<file path="config.mk">
export PLATFORM = sky130hd
export DESIGN_NAME = echo_canceller_channel_ctrl
export DESIGN_NICKNAME = d
export VERILOG_FILES = /design/src/ec_pair_pkg.sv /design/src/ec_pair_ctrl.sv
export SDC_FILE = /design/constraint.sdc
export NUM_CORES = 1
export LEC_CHECK = 0
export ABC_AREA = 0
export BUFFER_PORTS_ARGS = -buffer_cell sky130_fd_sc_hd__buf_2
export CAP_MARGIN = 15
export CORE_MARGIN = 4
export CORE_UTILIZATION = 45
export CTS_BUF_LIST = sky130_fd_sc_hd__clkbuf_4 sky130_fd_sc_hd__clkbuf_8
export CTS_CLUSTER_DIAMETER = 50
export CTS_CLUSTER_SIZE = 10
export DETAILED_ROUTE_END_ITERATION = 16
export HOLD_SLACK_MARGIN = 0.1
export PLACE_DENSITY = 0.74
export SYNTH_ARGS = -nofsm -noshare
export SYNTH_HDL_FRONTEND = slang
export SYNTH_SLANG_ARGS = --single-unit
</file>
<file path="constraint.sdc">
create_clock -name pclk -period 2.3 [get_ports pclk]
set_input_delay 0 -clock pclk [delete_from_list [all_inputs] [get_ports pclk]]
set_output_delay 0 -clock pclk [all_outputs]
set_load 0.02 [all_outputs]
</file>
<file path="src/ec_pair_pkg.sv">
// Constants, register map and field layout of the canceller pair controls.
// Assumes a 250 MHz pclk and an APB master with 32-bit data.

package ec_pair_pkg;

  ////////////////////////////////////////////////////////////////////////////
  // Register indices; byte address is four times the index
  localparam logic [7:0] IDX_FIRST_CTRL_ONE = 8'h00;
  localparam logic [7:0] IDX_FIRST_CTRL_TWO = 8'h01;
  localparam logic [7:0] IDX_FIRST_STATUS = 8'h02;
  localparam logic [7:0] IDX_SECOND_CTRL_ONE = 8'h20;
  localparam logic [7:0] IDX_SECOND_CTRL_TWO = 8'h21;
  localparam logic [7:0] IDX_SECOND_STATUS = 8'h22;
  localparam int ADDR_W = 10;

  ////////////////////////////////////////////////////////////////////////////
  // Reset values
  localparam logic [7:0] RST_FIRST_CTRL_ONE = 8'h00;
  localparam logic [7:0] RST_SECOND_CTRL_ONE = 8'h02;
  localparam logic [7:0] RST_CTRL_TWO = 8'h00;

  ////////////////////////////////////////////////////////////////////////////
  // Control one fields
  localparam int C1_INIT = 7;
  localparam int C1_NOISE_INJECT_OFF = 6;
  localparam int C1_BACK_TO_BACK = 5;
  localparam int C1_PAD = 4;
  localparam int C1_BYPASS = 3;
  localparam int C1_ADAPT_FREEZE = 2;
  localparam int C1_CASCADE = 0;

  // Control two fields
  localparam int C2_TONE_DETECT_OFF = 7;
  localparam int C2_PHASE_REV_IGNORE = 6;
  localparam int C2_NONLINEAR_OFF = 5;
  localparam int C2_AUTO_TONE_BYPASS = 4;
  localparam int C2_NARROWBAND_OFF = 3;
  localparam int C2_OFFSET_FILTER_SKIP = 2;
  localparam int C2_SEND_SILENCE = 1;
  localparam int C2_RECEIVE_SILENCE = 0;

  // Status fields
  localparam int ST_TONE = 6;
  localparam int ST_DOUBLE_TALK = 5;
  localparam int ST_ACTIVE = 2;
  localparam int ST_GATED_TONE = 1;
  localparam int ST_NARROWBAND = 0;

  ////////////////////////////////////////////////////////////////////////////
  // Timing
  localparam int CLK_MHZ = 250;
  localparam int FRAME_NS = 125000;
  localparam int INIT_FRAMES = 2;
  localparam int INIT_CYCLES = INIT_FRAMES * FRAME_NS * CLK_MHZ / 1000;
  localparam int DUP_GAP_MIN_NS = 350;
  localparam int DUP_GAP_MAX_NS = 20000;
  localparam int DUP_GAP_MIN_CYCLES = (DUP_GAP_MIN_NS * CLK_MHZ + 999) / 1000;
  localparam int DUP_GAP_MAX_CYCLES = DUP_GAP_MAX_NS * CLK_MHZ / 1000;
  localparam int INIT_CNT_W = 17;
  localparam int GAP_CNT_W = 14;

endpackage

</file>
<file path="src/ec_pair_ctrl.sv">
// Control and status register bank of one canceller pair, with APB slave.
// Assumes APB master on pclk; detector flags arrive synchronous to pclk.
`timescale 1ns/1ps
`default_nettype none

module echo_canceller_channel_ctrl #(
  parameter int INIT_LEN = ec_pair_pkg::INIT_CYCLES,
  parameter int GAP_MAX = ec_pair_pkg::DUP_GAP_MAX_CYCLES
) (
  input wire logic pclk,
  input wire logic presetn,
  input wire logic psel,
  input wire logic penable,
  input wire logic pwrite,
  input wire logic [ec_pair_pkg::ADDR_W-1:0] paddr,
  input wire logic [31:0] pwdata,
  input wire logic [3:0] pstrb,
  output logic [31:0] prdata,
  output logic pready,
  output logic pslverr,
  input wire logic [1:0] tone_detected,
  input wire logic [1:0] double_talk_in,
  input wire logic [1:0] rin_above_threshold,
  input wire logic [1:0] narrowband_in,
  output logic init_busy,
  output logic [1:0] coeff_clear,
  output logic [1:0] noise_inject_on,
  output logic [1:0] back_to_back_topology,
  output logic [1:0] rin_pad_12db,
  output logic [1:0] path_bypass,
  output logic [1:0] adapt_run,
  output logic [1:0] echo_cancel_on,
  output logic cascade_long_tail,
  output logic [1:0] tone_detect_on,
  output logic tone_proc_power_down,
  output logic [1:0] phase_reversal_ignore,
  output logic [1:0] nonlinear_proc_on,
  output logic [1:0] auto_tone_bypass,
  output logic [1:0] narrowband_detect_on,
  output logic [1:0] offset_filter_on,
  output logic [1:0] send_out_silence,
  output logic [1:0] receive_out_silence
);
  import ec_pair_pkg::*;

  localparam logic [INIT_CNT_W-1:0] INIT_LAST =
    INIT_CNT_W'(INIT_LEN - 1);
  localparam logic [GAP_CNT_W-1:0] GAP_LO = GAP_CNT_W'(DUP_GAP_MIN_CYCLES);
  localparam logic [GAP_CNT_W-1:0] GAP_HI = GAP_CNT_W'(GAP_MAX);

  typedef struct packed {
    logic [1:0][7:0] ctrl_one;
    logic [1:0][7:0] ctrl_two;
    logic init;
    logic [INIT_CNT_W-1:0] init_cnt;
    logic dup_pending;
    logic dup_is_two;
    logic [7:0] dup_data;
    logic [GAP_CNT_W-1:0] dup_gap;
    logic [31:0] rdata;
  } state_s;

  state_s st_q;
  state_s st_d;

  ////////////////////////////////////////////////////////////////////////////
  // Address decode
  logic [7:0] idx;
  logic mapped;
  logic setup_ph;
  logic access_ph;
  logic wr_now;
  logic [7:0] wbyte;
  logic [1:0][7:0] status;
  logic [1:0] tone_seen;

  assign idx = paddr[ADDR_W-1:2];
  assign mapped = (paddr[1:0] == 2'h0) &&
    (idx == IDX_FIRST_CTRL_ONE || idx == IDX_FIRST_CTRL_TWO ||
     idx == IDX_FIRST_STATUS || idx == IDX_SECOND_CTRL_ONE ||
     idx == IDX_SECOND_CTRL_TWO || idx == IDX_SECOND_STATUS);
  assign setup_ph = psel && !penable;
  assign access_ph = psel && penable;
  assign wr_now = access_ph && pwrite && mapped && pstrb[0];
  assign wbyte = pwdata[7:0];

  ////////////////////////////////////////////////////////////////////////////
  // Status composition
  always_comb begin
    for (int c = 0; c < 2; c++) begin
      tone_seen[c] = tone_detected[c] &&
        !st_q.ctrl_two[c][C2_TONE_DETECT_OFF];
      status[c] = 8'h00;
      status[c][ST_TONE] = tone_seen[c];
      status[c][ST_DOUBLE_TALK] = double_talk_in[c];
      status[c][ST_ACTIVE] = rin_above_threshold[c];
      status[c][ST_GATED_TONE] = tone_seen[c] &&
        st_q.ctrl_two[c][C2_AUTO_TONE_BYPASS];
      status[c][ST_NARROWBAND] = narrowband_in[c] &&
        !st_q.ctrl_two[c][C2_NARROWBAND_OFF];
    end
  end

  ////////////////////////////////////////////////////////////////////////////
  // Next state
  always_comb begin
    st_d = st_q;

    // Read data captured in the setup phase, shown in the access phase
    if (setup_ph) begin
      st_d.rdata = 32'h0000_0000;
      if (!pwrite && paddr[1:0] == 2'h0) begin
        case (idx)
          IDX_FIRST_CTRL_ONE: st_d.rdata[7:0] = st_q.ctrl_one[0];
          IDX_FIRST_CTRL_TWO: st_d.rdata[7:0] = st_q.ctrl_two[0];
          IDX_FIRST_STATUS: st_d.rdata[7:0] = status[0];
          IDX_SECOND_CTRL_ONE: st_d.rdata[7:0] = st_q.ctrl_one[1];
          IDX_SECOND_CTRL_TWO: st_d.rdata[7:0] = st_q.ctrl_two[1];
          IDX_SECOND_STATUS: st_d.rdata[7:0] = status[1];
          default: st_d.rdata = 32'h0000_0000;
        endcase
      end
    end

    // Duplicate-write window timer for the second canceller
    if (st_q.dup_pending) begin
      if (st_q.dup_gap >= GAP_HI) begin
        st_d.dup_pending = 1'b0;
      end else begin
        st_d.dup_gap = st_q.dup_gap + GAP_CNT_W'(1);
      end
    end

    if (st_q.init) begin
      // Writes are dropped until the pair is initialized
      if (st_q.init_cnt == INIT_LAST) begin
        st_d.init = 1'b0;
        st_d.init_cnt = '0;
      end else begin
        st_d.init_cnt = st_q.init_cnt + INIT_CNT_W'(1);
      end
    end else if (wr_now) begin
      case (idx)
        IDX_FIRST_CTRL_ONE: st_d.ctrl_one[0] = wbyte;
        IDX_FIRST_CTRL_TWO: st_d.ctrl_two[0] = wbyte;
        IDX_SECOND_CTRL_ONE, IDX_SECOND_CTRL_TWO: begin
          if (st_q.dup_pending &&
              st_q.dup_is_two == (idx == IDX_SECOND_CTRL_TWO) &&
              st_q.dup_data == wbyte && st_q.dup_gap >= GAP_LO &&
              st_q.dup_gap <= GAP_HI) begin
            if (idx == IDX_SECOND_CTRL_TWO) begin
              st_d.ctrl_two[1] = wbyte;
            end else begin
              st_d.ctrl_one[1] = wbyte;
            end
            st_d.dup_pending = 1'b0;
          end else begin
            st_d.dup_pending = 1'b1;
            st_d.dup_is_two = (idx == IDX_SECOND_CTRL_TWO);
            st_d.dup_data = wbyte;
            st_d.dup_gap = '0;
          end
        end
        default: st_d.dup_is_two = st_d.dup_is_two;
      endcase
    end

    // Init bit committed: restore defaults, including the bit itself
    if (!st_q.init &&
        (st_d.ctrl_one[0][C1_INIT] || st_d.ctrl_one[1][C1_INIT])) begin
      st_d.init = 1'b1;
      st_d.init_cnt = '0;
      st_d.ctrl_one[0] = RST_FIRST_CTRL_ONE;
      st_d.ctrl_one[1] = RST_SECOND_CTRL_ONE;
      st_d.ctrl_two[0] = RST_CTRL_TWO;
      st_d.ctrl_two[1] = RST_CTRL_TWO;
      st_d.dup_pending = 1'b0;
    end
  end

  ////////////////////////////////////////////////////////////////////////////
  // State register
  always_ff @(posedge pclk or negedge presetn) begin
    if (!presetn) begin
      st_q.ctrl_one[0] <= RST_FIRST_CTRL_ONE;
      st_q.ctrl_one[1] <= RST_SECOND_CTRL_ONE;
      st_q.ctrl_two[0] <= RST_CTRL_TWO;
      st_q.ctrl_two[1] <= RST_CTRL_TWO;
      st_q.init <= 1'b0;
      st_q.init_cnt <= '0;
      st_q.dup_pending <= 1'b0;
      st_q.dup_is_two <= 1'b0;
      st_q.dup_data <= 8'h00;
      st_q.dup_gap <= '0;
      st_q.rdata <= 32'h0000_0000;
    end else begin
      st_q <= st_d;
    end
  end

  ////////////////////////////////////////////////////////////////////////////
  // Bus answers
  assign pready = 1'b1;
  assign pslverr = access_ph && !mapped;
  assign prdata = st_q.rdata;

  ////////////////////////////////////////////////////////////////////////////
  // Canceller controls
  assign init_busy = st_q.init;
  assign cascade_long_tail = st_q.ctrl_one[0][C1_CASCADE];
  assign tone_proc_power_down = st_q.ctrl_two[0][C2_TONE_DETECT_OFF] &&
    st_q.ctrl_two[1][C2_TONE_DETECT_OFF];

  always_comb begin
    for (int c = 0; c < 2; c++) begin
      noise_inject_on[c] = !st_q.ctrl_one[c][C1_NOISE_INJECT_OFF];
      back_to_back_topology[c] = st_q.ctrl_one[c][C1_BACK_TO_BACK];
      rin_pad_12db[c] = st_q.ctrl_one[c][C1_PAD];
      auto_tone_bypass[c] = st_q.ctrl_two[c][C2_AUTO_TONE_BYPASS];
      path_bypass[c] = st_q.ctrl_one[c][C1_BYPASS] ||
        (auto_tone_bypass[c] && tone_seen[c]);
      coeff_clear[c] = st_q.init || st_q.ctrl_one[c][C1_BYPASS];
      echo_cancel_on[c] = !path_bypass[c] && !st_q.init;
      adapt_run[c] = echo_cancel_on[c] &&
        !st_q.ctrl_one[c][C1_ADAPT_FREEZE];
      tone_detect_on[c] = !st_q.ctrl_two[c][C2_TONE_DETECT_OFF];
      phase_reversal_ignore[c] =
        st_q.ctrl_two[c][C2_PHASE_REV_IGNORE];
      nonlinear_proc_on[c] = !st_q.ctrl_two[c][C2_NONLINEAR_OFF];
      narrowband_detect_on[c] =
        !st_q.ctrl_two[c][C2_NARROWBAND_OFF];
      offset_filter_on[c] = !st_q.ctrl_two[c][C2_OFFSET_FILTER_SKIP];
      send_out_silence[c] = st_q.ctrl_two[c][C2_SEND_SILENCE];
      receive_out_silence[c] = st_q.ctrl_two[c][C2_RECEIVE_SILENCE];
    end
  end

endmodule // echo_canceller_channel_ctrl

`default_nettype wire

</file>
# == Word-level counts from Yosys, hierarchy flattened ==
# Index checks and enable logic that the tools add are counted.
# word_totals
wordCells,124
ff_bits,106
output_inout_bits,67
input_bits,59
# classes
reduce_logical,67
n_eq_ne,10
bitwise,2
add_sub_neg,2
mux,27
magnitude_cmp,3
# op_table
cell,count
2-to-1 mux 8 bit,9
2-to-1 mux 32 bit,2
2-to-1 mux 51 bit,1
2-to-1 mux 24 bit,2
one-hot mux 8 bit (6 select lines),1
2-to-1 mux 14 bit,2
== test 8 x 6 -> 1 bit (second input constant),3
logical AND 1 bit,24
2-to-1 mux 23 bit,1
2-to-1 mux 22 bit,1
logical NOT 1 bit,18
2-to-1 mux 18 bit,1
adder 17 x 1 -> 17 bit (second input constant),1
== test 17 x 16 -> 1 bit (second input constant),1
2-to-1 mux 17 bit,1
adder 14 x 1 -> 14 bit (second input constant),1
greater-or-equal comparator 14 x 13 -> 1 bit (second input constant),1
greater-or-equal comparator 14 x 7 -> 1 bit (second input constant),1
less-or-equal comparator 14 x 13 -> 1 bit (second input constant),1
nonzero test 2 bit,7
logical OR 1 bit,10
AND reduction 5 bit,2
== test 8 x 1 -> 1 bit (second input constant),1
== test 8 x 2 -> 1 bit (second input constant),1
other kinds (10),18

# == Depth between registers and ports, before layout ==
# depth
word_depth,15
depth_mapped,10
ltp_nobuf,8

# == Worst setup path after synthesis ==
# OpenSTA, ideal clock, no wires.
# synth_timing
kind,register to register
start,register st_q[33] (netlist bit)
end,register st_q[52] (netlist bit)
t_required_ps,2175
path_buffers,1
setup_ps,125
t_arrival_ps,2375
period_less_slack_ps,2500
setup_slack_ps,-200
stages_incl_launch_ff,8
path_cell_list,dfrtp_1 or4b_4 a211oi_2 or3_4 or4b_1 nor3b_4 buf_8 mux2_4
# synth_between
elab_chain_cells,5
elab_cells_between_ends,6
classes_between,2 x order compare; 1 x bitwise; 3 x reduce/logical
# synth_lines
item,line_no,source
start: declaration,ec_pair_ctrl.sv:63,state_s st_q;
start signal: assignment,ec_pair_ctrl.sv:197,st_q <= st_d;
greater-or-equal comparator 14 x 7 -> 1 bit,ec_pair_ctrl.sv:149,st_q.dup_data == wbyte && st_q.dup_gap >= GAP_LO &&
logical AND 1 bit,ec_pair_ctrl.sv:149,
logical AND 1 bit *,ec_pair_ctrl.sv:149,
NOT 1 bit (no line) *,n/a,
AND reduction 4 bit (no line) *,n/a,
# Every way passes the cells marked *; elsewhere a longest branch is shown, timed or not.
# A chain may end at the register's enable or synchronous reset.

# == Final worst setup path ==
# layout_timing
start,register st_q[34] (netlist bit)
end,register st_q[89] (netlist bit)
# layout_between
elab_chain_cells,11
elab_cells_between_ends,17
classes_between,2 x order compare; 1 x eq/ne; 5 x mux; 9 x reduce/logical
# layout_lines
item,line_no,source
greater-or-equal comparator 14 x 7 -> 1 bit,ec_pair_ctrl.sv:149,
logical AND 1 bit,ec_pair_ctrl.sv:149,
logical AND 1 bit *,ec_pair_ctrl.sv:149,
2-to-1 mux 8 bit,ec_pair_ctrl.sv:147,if (st_q.dup_pending &&
2-to-1 mux 8 bit,ec_pair_ctrl.sv:143,case (idx)
2-to-1 mux 32 bit,ec_pair_ctrl.sv:142,end else if (wr_now) begin
2-to-1 mux 32 bit,ec_pair_ctrl.sv:134,if (st_q.init) begin
logical OR 1 bit,ec_pair_ctrl.sv:170,(st_d.ctrl_one[0][C1_INIT] || st_d.ctrl_one[1][C1_INIT])) begin
logical AND 1 bit,ec_pair_ctrl.sv:169,if (!st_q.init &&
inequality test 2 x 1 -> 1 bit (no line) / nonzero test 2 bit (equally long branches),n/a,
AND reduction 5 bit (no line),n/a,
# Every way passes the cells marked *; elsewhere a longest branch is shown, timed or not. The select of a mux whose other input is x is not followed.

==> summary by stage <==
Critical path
The critical setup path kind is reg -> reg. The data arrival time of the worst path is approximately 2800 ps. On the critical path, the stage with the largest delay is an instance of sky130_fd_sc_hd__or4b_4. The critical path goes through or4b_4 -> a211oi_2 -> or3_4 -> or4b_4 -> nor3_2 -> and3_4 -> buf_12 -> o2bb2ai_2. The worst reg-to-reg path cell count is 8. The worst-path maximum fanout is 8.

For flop-to-flop paths, the worst setup slack is -240 ps. The largest single stage delay on the critical path is 550 ps. STA classifies the critical path startpoint as a flop. The category of the worst setup path capture point is a flop. The launch point of the worst path is st_q[34]. The terminus of the critical flop-to-flop path is st_q[89].

The source of the worst register-to-register timing path is st_q[34]. Counting stages on the worst path, the most repeated cell is sky130_fd_sc_hd__or4b_4. The required time of the critical path is ~2600 ps.

CTS
The clock reaches the later pin of the worst-skew pair after between 300 and 400 ps. The number of clock sinks seen by CTS is between 80 and 90. In this run the number of H-tree levels came out at 3. After clock tree synthesis, the clock-pin slew on the worst setup and hold paths is roughly 100 ps. Counting along the longest clock path gives a buffer depth of 2. The number of buffers inserted during clock tree synthesis is 9.

TritonCTS built the clock tree. The cell at the root of the clock tree is sky130_fd_sc_hd__clkbuf_8.

Power
Per report_power, the combinational group accounts for 7.5% of the total. Cell internal power was estimated by the tool at ~2.1 mW. The share of total power dissipated in the clock network is 42.0%. The analysis attributes to cell leakage a power of around 3 nW.

The share of power burned in registers is 50.6%. The power per unit of standard cell area is 441 nW/µm². The maximum vdd drop is 0.000223 V.

The switching power total is around 0.72 mW. The switching part of the total is around 25%. Summing internal, switching and leakage power gives 2.85 mW.

Synth
The share of synthesized cell area in and, or, nand and nor gates is between 20% and 30%. For this run, asynchronously set or reset flops after synthesis account for 100%. The number of flops mapped to enable cells by yosys is 0. Yosys attributes the largest share of cell area to sky130_fd_sc_hd__dfrtp_1 42%, sky130_fd_sc_hd__buf_4 7.1%, sky130_fd_sc_hd__nand2_1 4.4%. The largest family of logic cells by synthesized area is simple AND/OR/NAND/NOR gates. The area share of xor/xnor cells in the synthesized design is 3.44%. Of the post-synthesis cell area, the part taken by muxes is 2.64%. The sequential share of the synthesized area is 42.5%. The top-area cell type share of the netlist area is 41.9%.

In this run the cell area of the synthesized design comes to a little under 5000 µm². The synthesized netlist devotes less than 1% of its cell area to adder and majority cells. The post-synthesis compound-gate area fraction is between 15 and 20%. The register bit count reported by yosys is 82. The count of cell types in the netlist is between 60 and 70. The total of warnings raised by yosys is 0. Counting every instance in the synthesized netlist gives 514. After synthesis, the mean cell area works out to 9.40 µm². In the synthesized netlist the dominant register cell turns out to be sky130_fd_sc_hd__dfrtp_1. The largest total area in the synthesized netlist belongs to sky130_fd_sc_hd__dfrtp_1.

GRT
Global routing consumed, on the met3 layer, ~3.8% of the routing resources. The global-route wire length before repair is around 22000 µm. The layer with the highest usage is met2. The all-layer global routing usage is between 20% and 30%. For this run the aggregate overflow at the end of global routing stands at 0. The via count of the first global-routing pass was between 4000 and 5000. The initial antenna violation count is 0. For this run, global-route usage on met1 was measured as between 20% and 30%. For this run, global-route usage on met2 was measured as a little under two fifths. Entering global routing, the biggest net connects 43 pins.

STA
The final-report max-slew violation count is 0. The ratio of final minimum period to clock period is 110%. In the post-route analysis, the smallest setup slack over all paths is -240 ps.

Setup repair after global routing could not meet its margin everywhere. The number of hold violations in the final report was 0. The highest clock frequency the design can meet is between 300 and 400 MHz. The setup clock skew after layout is 16.0 ps. The final period demand of the worst path is approximately 2500 ps.

The worst slew slack as a fraction of its limit is roughly two thirds. The number of failing setup endpoints in the final timing report is approximately 70. The actual transition at the worst max-transition pin is around 520 ps.

Drt
The first detailed-routing pass ran for 5 iterations. The count of vias placed by the detailed router is 4544. After detailed routing, the number of remaining DRC violations is 0. The via density per instance is approximately 5.7.

Summed over all layers, the routed wires come to around 14000 µm. The first-iteration detailed-routing DRC count is 445. The average wire length per cell after detail routing is between 15 and 20 µm. Once detail routing completed, the nets flagged for antenna violations numbered 0.

Placement
The final RePlAce weighted congestion is 0.895. Detailed placement ended at an HPWL of 9700 µm. Including well taps, the total number of placed cells is between 700 and 800. The number of port buffers is 73.

Final layout
Once layout is complete, the utilization of the core stands at around 62%. In the layout the commonest cells are 81 x sky130_fd_sc_hd__dfrtp_1, 72 x sky130_fd_sc_hd__buf_2, 67 x sky130_fd_sc_hd__buf_4. The number of antenna diodes is 0. The non-filler instance count after layout is around 800. The area growth from synthesis to layout is 33.8%.

The most common library cell in the layout ignoring fill and taps is sky130_fd_sc_hd__dfrtp_1. The final net count is around 720. In the final layout, the share of cells above drive strength 1 is between 30 and 40%.

Run status
The run finished, with violations left. The final reports fail on negative setup slack.

Hold path
The class of the worst hold path is in -> reg. The worst hold path begins at pwrite. The worst hold path passes through 4 cells. The worst hold path terminates at prdata[6].

Floorplanning
The die is 112 µm tall. The floorplan step defined a die boundary enclosing 12500 µm². The floorplan has 37 rows.

The die is ~110 µm wide. Pin placement for this block handled approximately 130 I/O pins. The core region is approximately 10000 µm². For this configuration, the core starts out at a cell density of between 40% and 50%.

Run
The count of max-cap constraint violations is 0.
==> layer usage <==
metal	part of all wire (%)	wire length, µm	up-vias
li1	-	-	2070
met1	40	5730	2238
met2	51	7340	202
met3	6.4	915	34
met4	2.3	330	0
met5	0	0	-
==> area by class of cell <==
| class | instances | area (µm²) |
|---|---|---|
| multi-input combinational | 363 | 2670 |
| inverter | 32 | 120 |
| timing repair buffer | 169 | 1220 |
| tap | 136 | 170 |
| clock inverter | 7 | 101 |
| sequential | 82 | 2050 |
| clock buffer | 9 | 124 |
| fill | 797 | 3950 |
==> worst max-delay path, delay by kind of cell, from the launching register on <==
| family | cells | cell delay [ps] |
|---|---|---|
| AO/OA/AOI/OAI | 2 | 310 |
| buffers and inverters | 1 | 130 |
| flip-flops | 1 | 400 |
| AND/OR/NAND/NOR | 5 | 1630 |
==> kinds of logic (layout without fill, tap and decap cells) <==
family / after synthesis / count (layout)
flip-flops: 82 / 82
XOR/XNOR: 19 / 19
AO/OA/AOI/OAI: 116 / 116
buffers and inverters: 94 / 217
multiplexers: 11 / 11
adder cells (fa/ha/maj): 3 / 3
other: 2 / 25
AND/OR/NAND/NOR: 187 / 189
==> registers in the layout, summed over array words and instances, names as in the netlist, 2 cells and up <==
name	count
send_out_silence	2
back_to_back_topology	2
prdata	8
phase_reversal_ignore	2
st_q	60
rin_pad_12db	2
receive_out_silence	2
auto_tone_bypass	2
==> synthesized netlist by cell type (12+ instances only) <==
master	instances
sky130_fd_sc_hd__a21oi_1	20
sky130_fd_sc_hd__a22o_1	15
sky130_fd_sc_hd__a31oi_1	16
sky130_fd_sc_hd__and3_1	12
sky130_fd_sc_hd__buf_4	46
sky130_fd_sc_hd__dfrtp_1	81
sky130_fd_sc_hd__inv_1	32
sky130_fd_sc_hd__nand2_1	57
sky130_fd_sc_hd__nand3_1	22
sky130_fd_sc_hd__nor2_1	30
sky130_fd_sc_hd__nor3_1	12
sky130_fd_sc_hd__xnor2_1	16
==> per-stage QoR <==
stage / instance area, µm² / worst slack [ps] / hold slack, ps / TNS, ps
2_1_floorplan: 4990 / -159 / -296 / -1070
6_report: 6470 / -240 / 143 / -10780
3_3_place_gp: 5580 / -201 / 10.5 / -6280
5_1_grt: 6470 / -297 / 156 / -16030
4_1_cts: 6210 / -225 / 139 / -7980
3_5_place_dp: 5580 / -254 / 13.3 / -11110
==> power by group through the flow <==
| stage | Clock [mW] | Combinational, mW | Sequential [mW] |
|---|---|---|---|
| after floorplan | 0 | 0.103 | 1.47 |
| after global placement | 0 | 0.182 | 1.47 |
| after detailed placement | 0 | 0.186 | 1.47 |
| after CTS | 1.21 | 0.206 | 1.44 |
| after global routing | 1.27 | 0.232 | 1.44 |
| final | 1.20 | 0.213 | 1.44 |
==> how the worst max path moves through the flow <==
stage	cells after the start	to	slack (ps)
6_report	8	st_q[89]	-240
3_3_place_gp	8	auto_tone_bypass[1]	-200
4_1_cts	8	receive_out_silence[1]	-230
5_1_grt	8	st_q[89]	-300
2_1_floorplan	7	st_q[52]	-160
3_5_place_dp	6	st_q[51]	-250
==> what timing repair did <==
action	CTS	global route
gates cloned	3	1
setup buffers	7	9
resized for setup	32	35
hold endpoints to repair	73	0
setup endpoints to repair	71	72
pin swaps	14	9
hold buffers	16	0
Note: power is estimated with default switching activity, not from simulation.
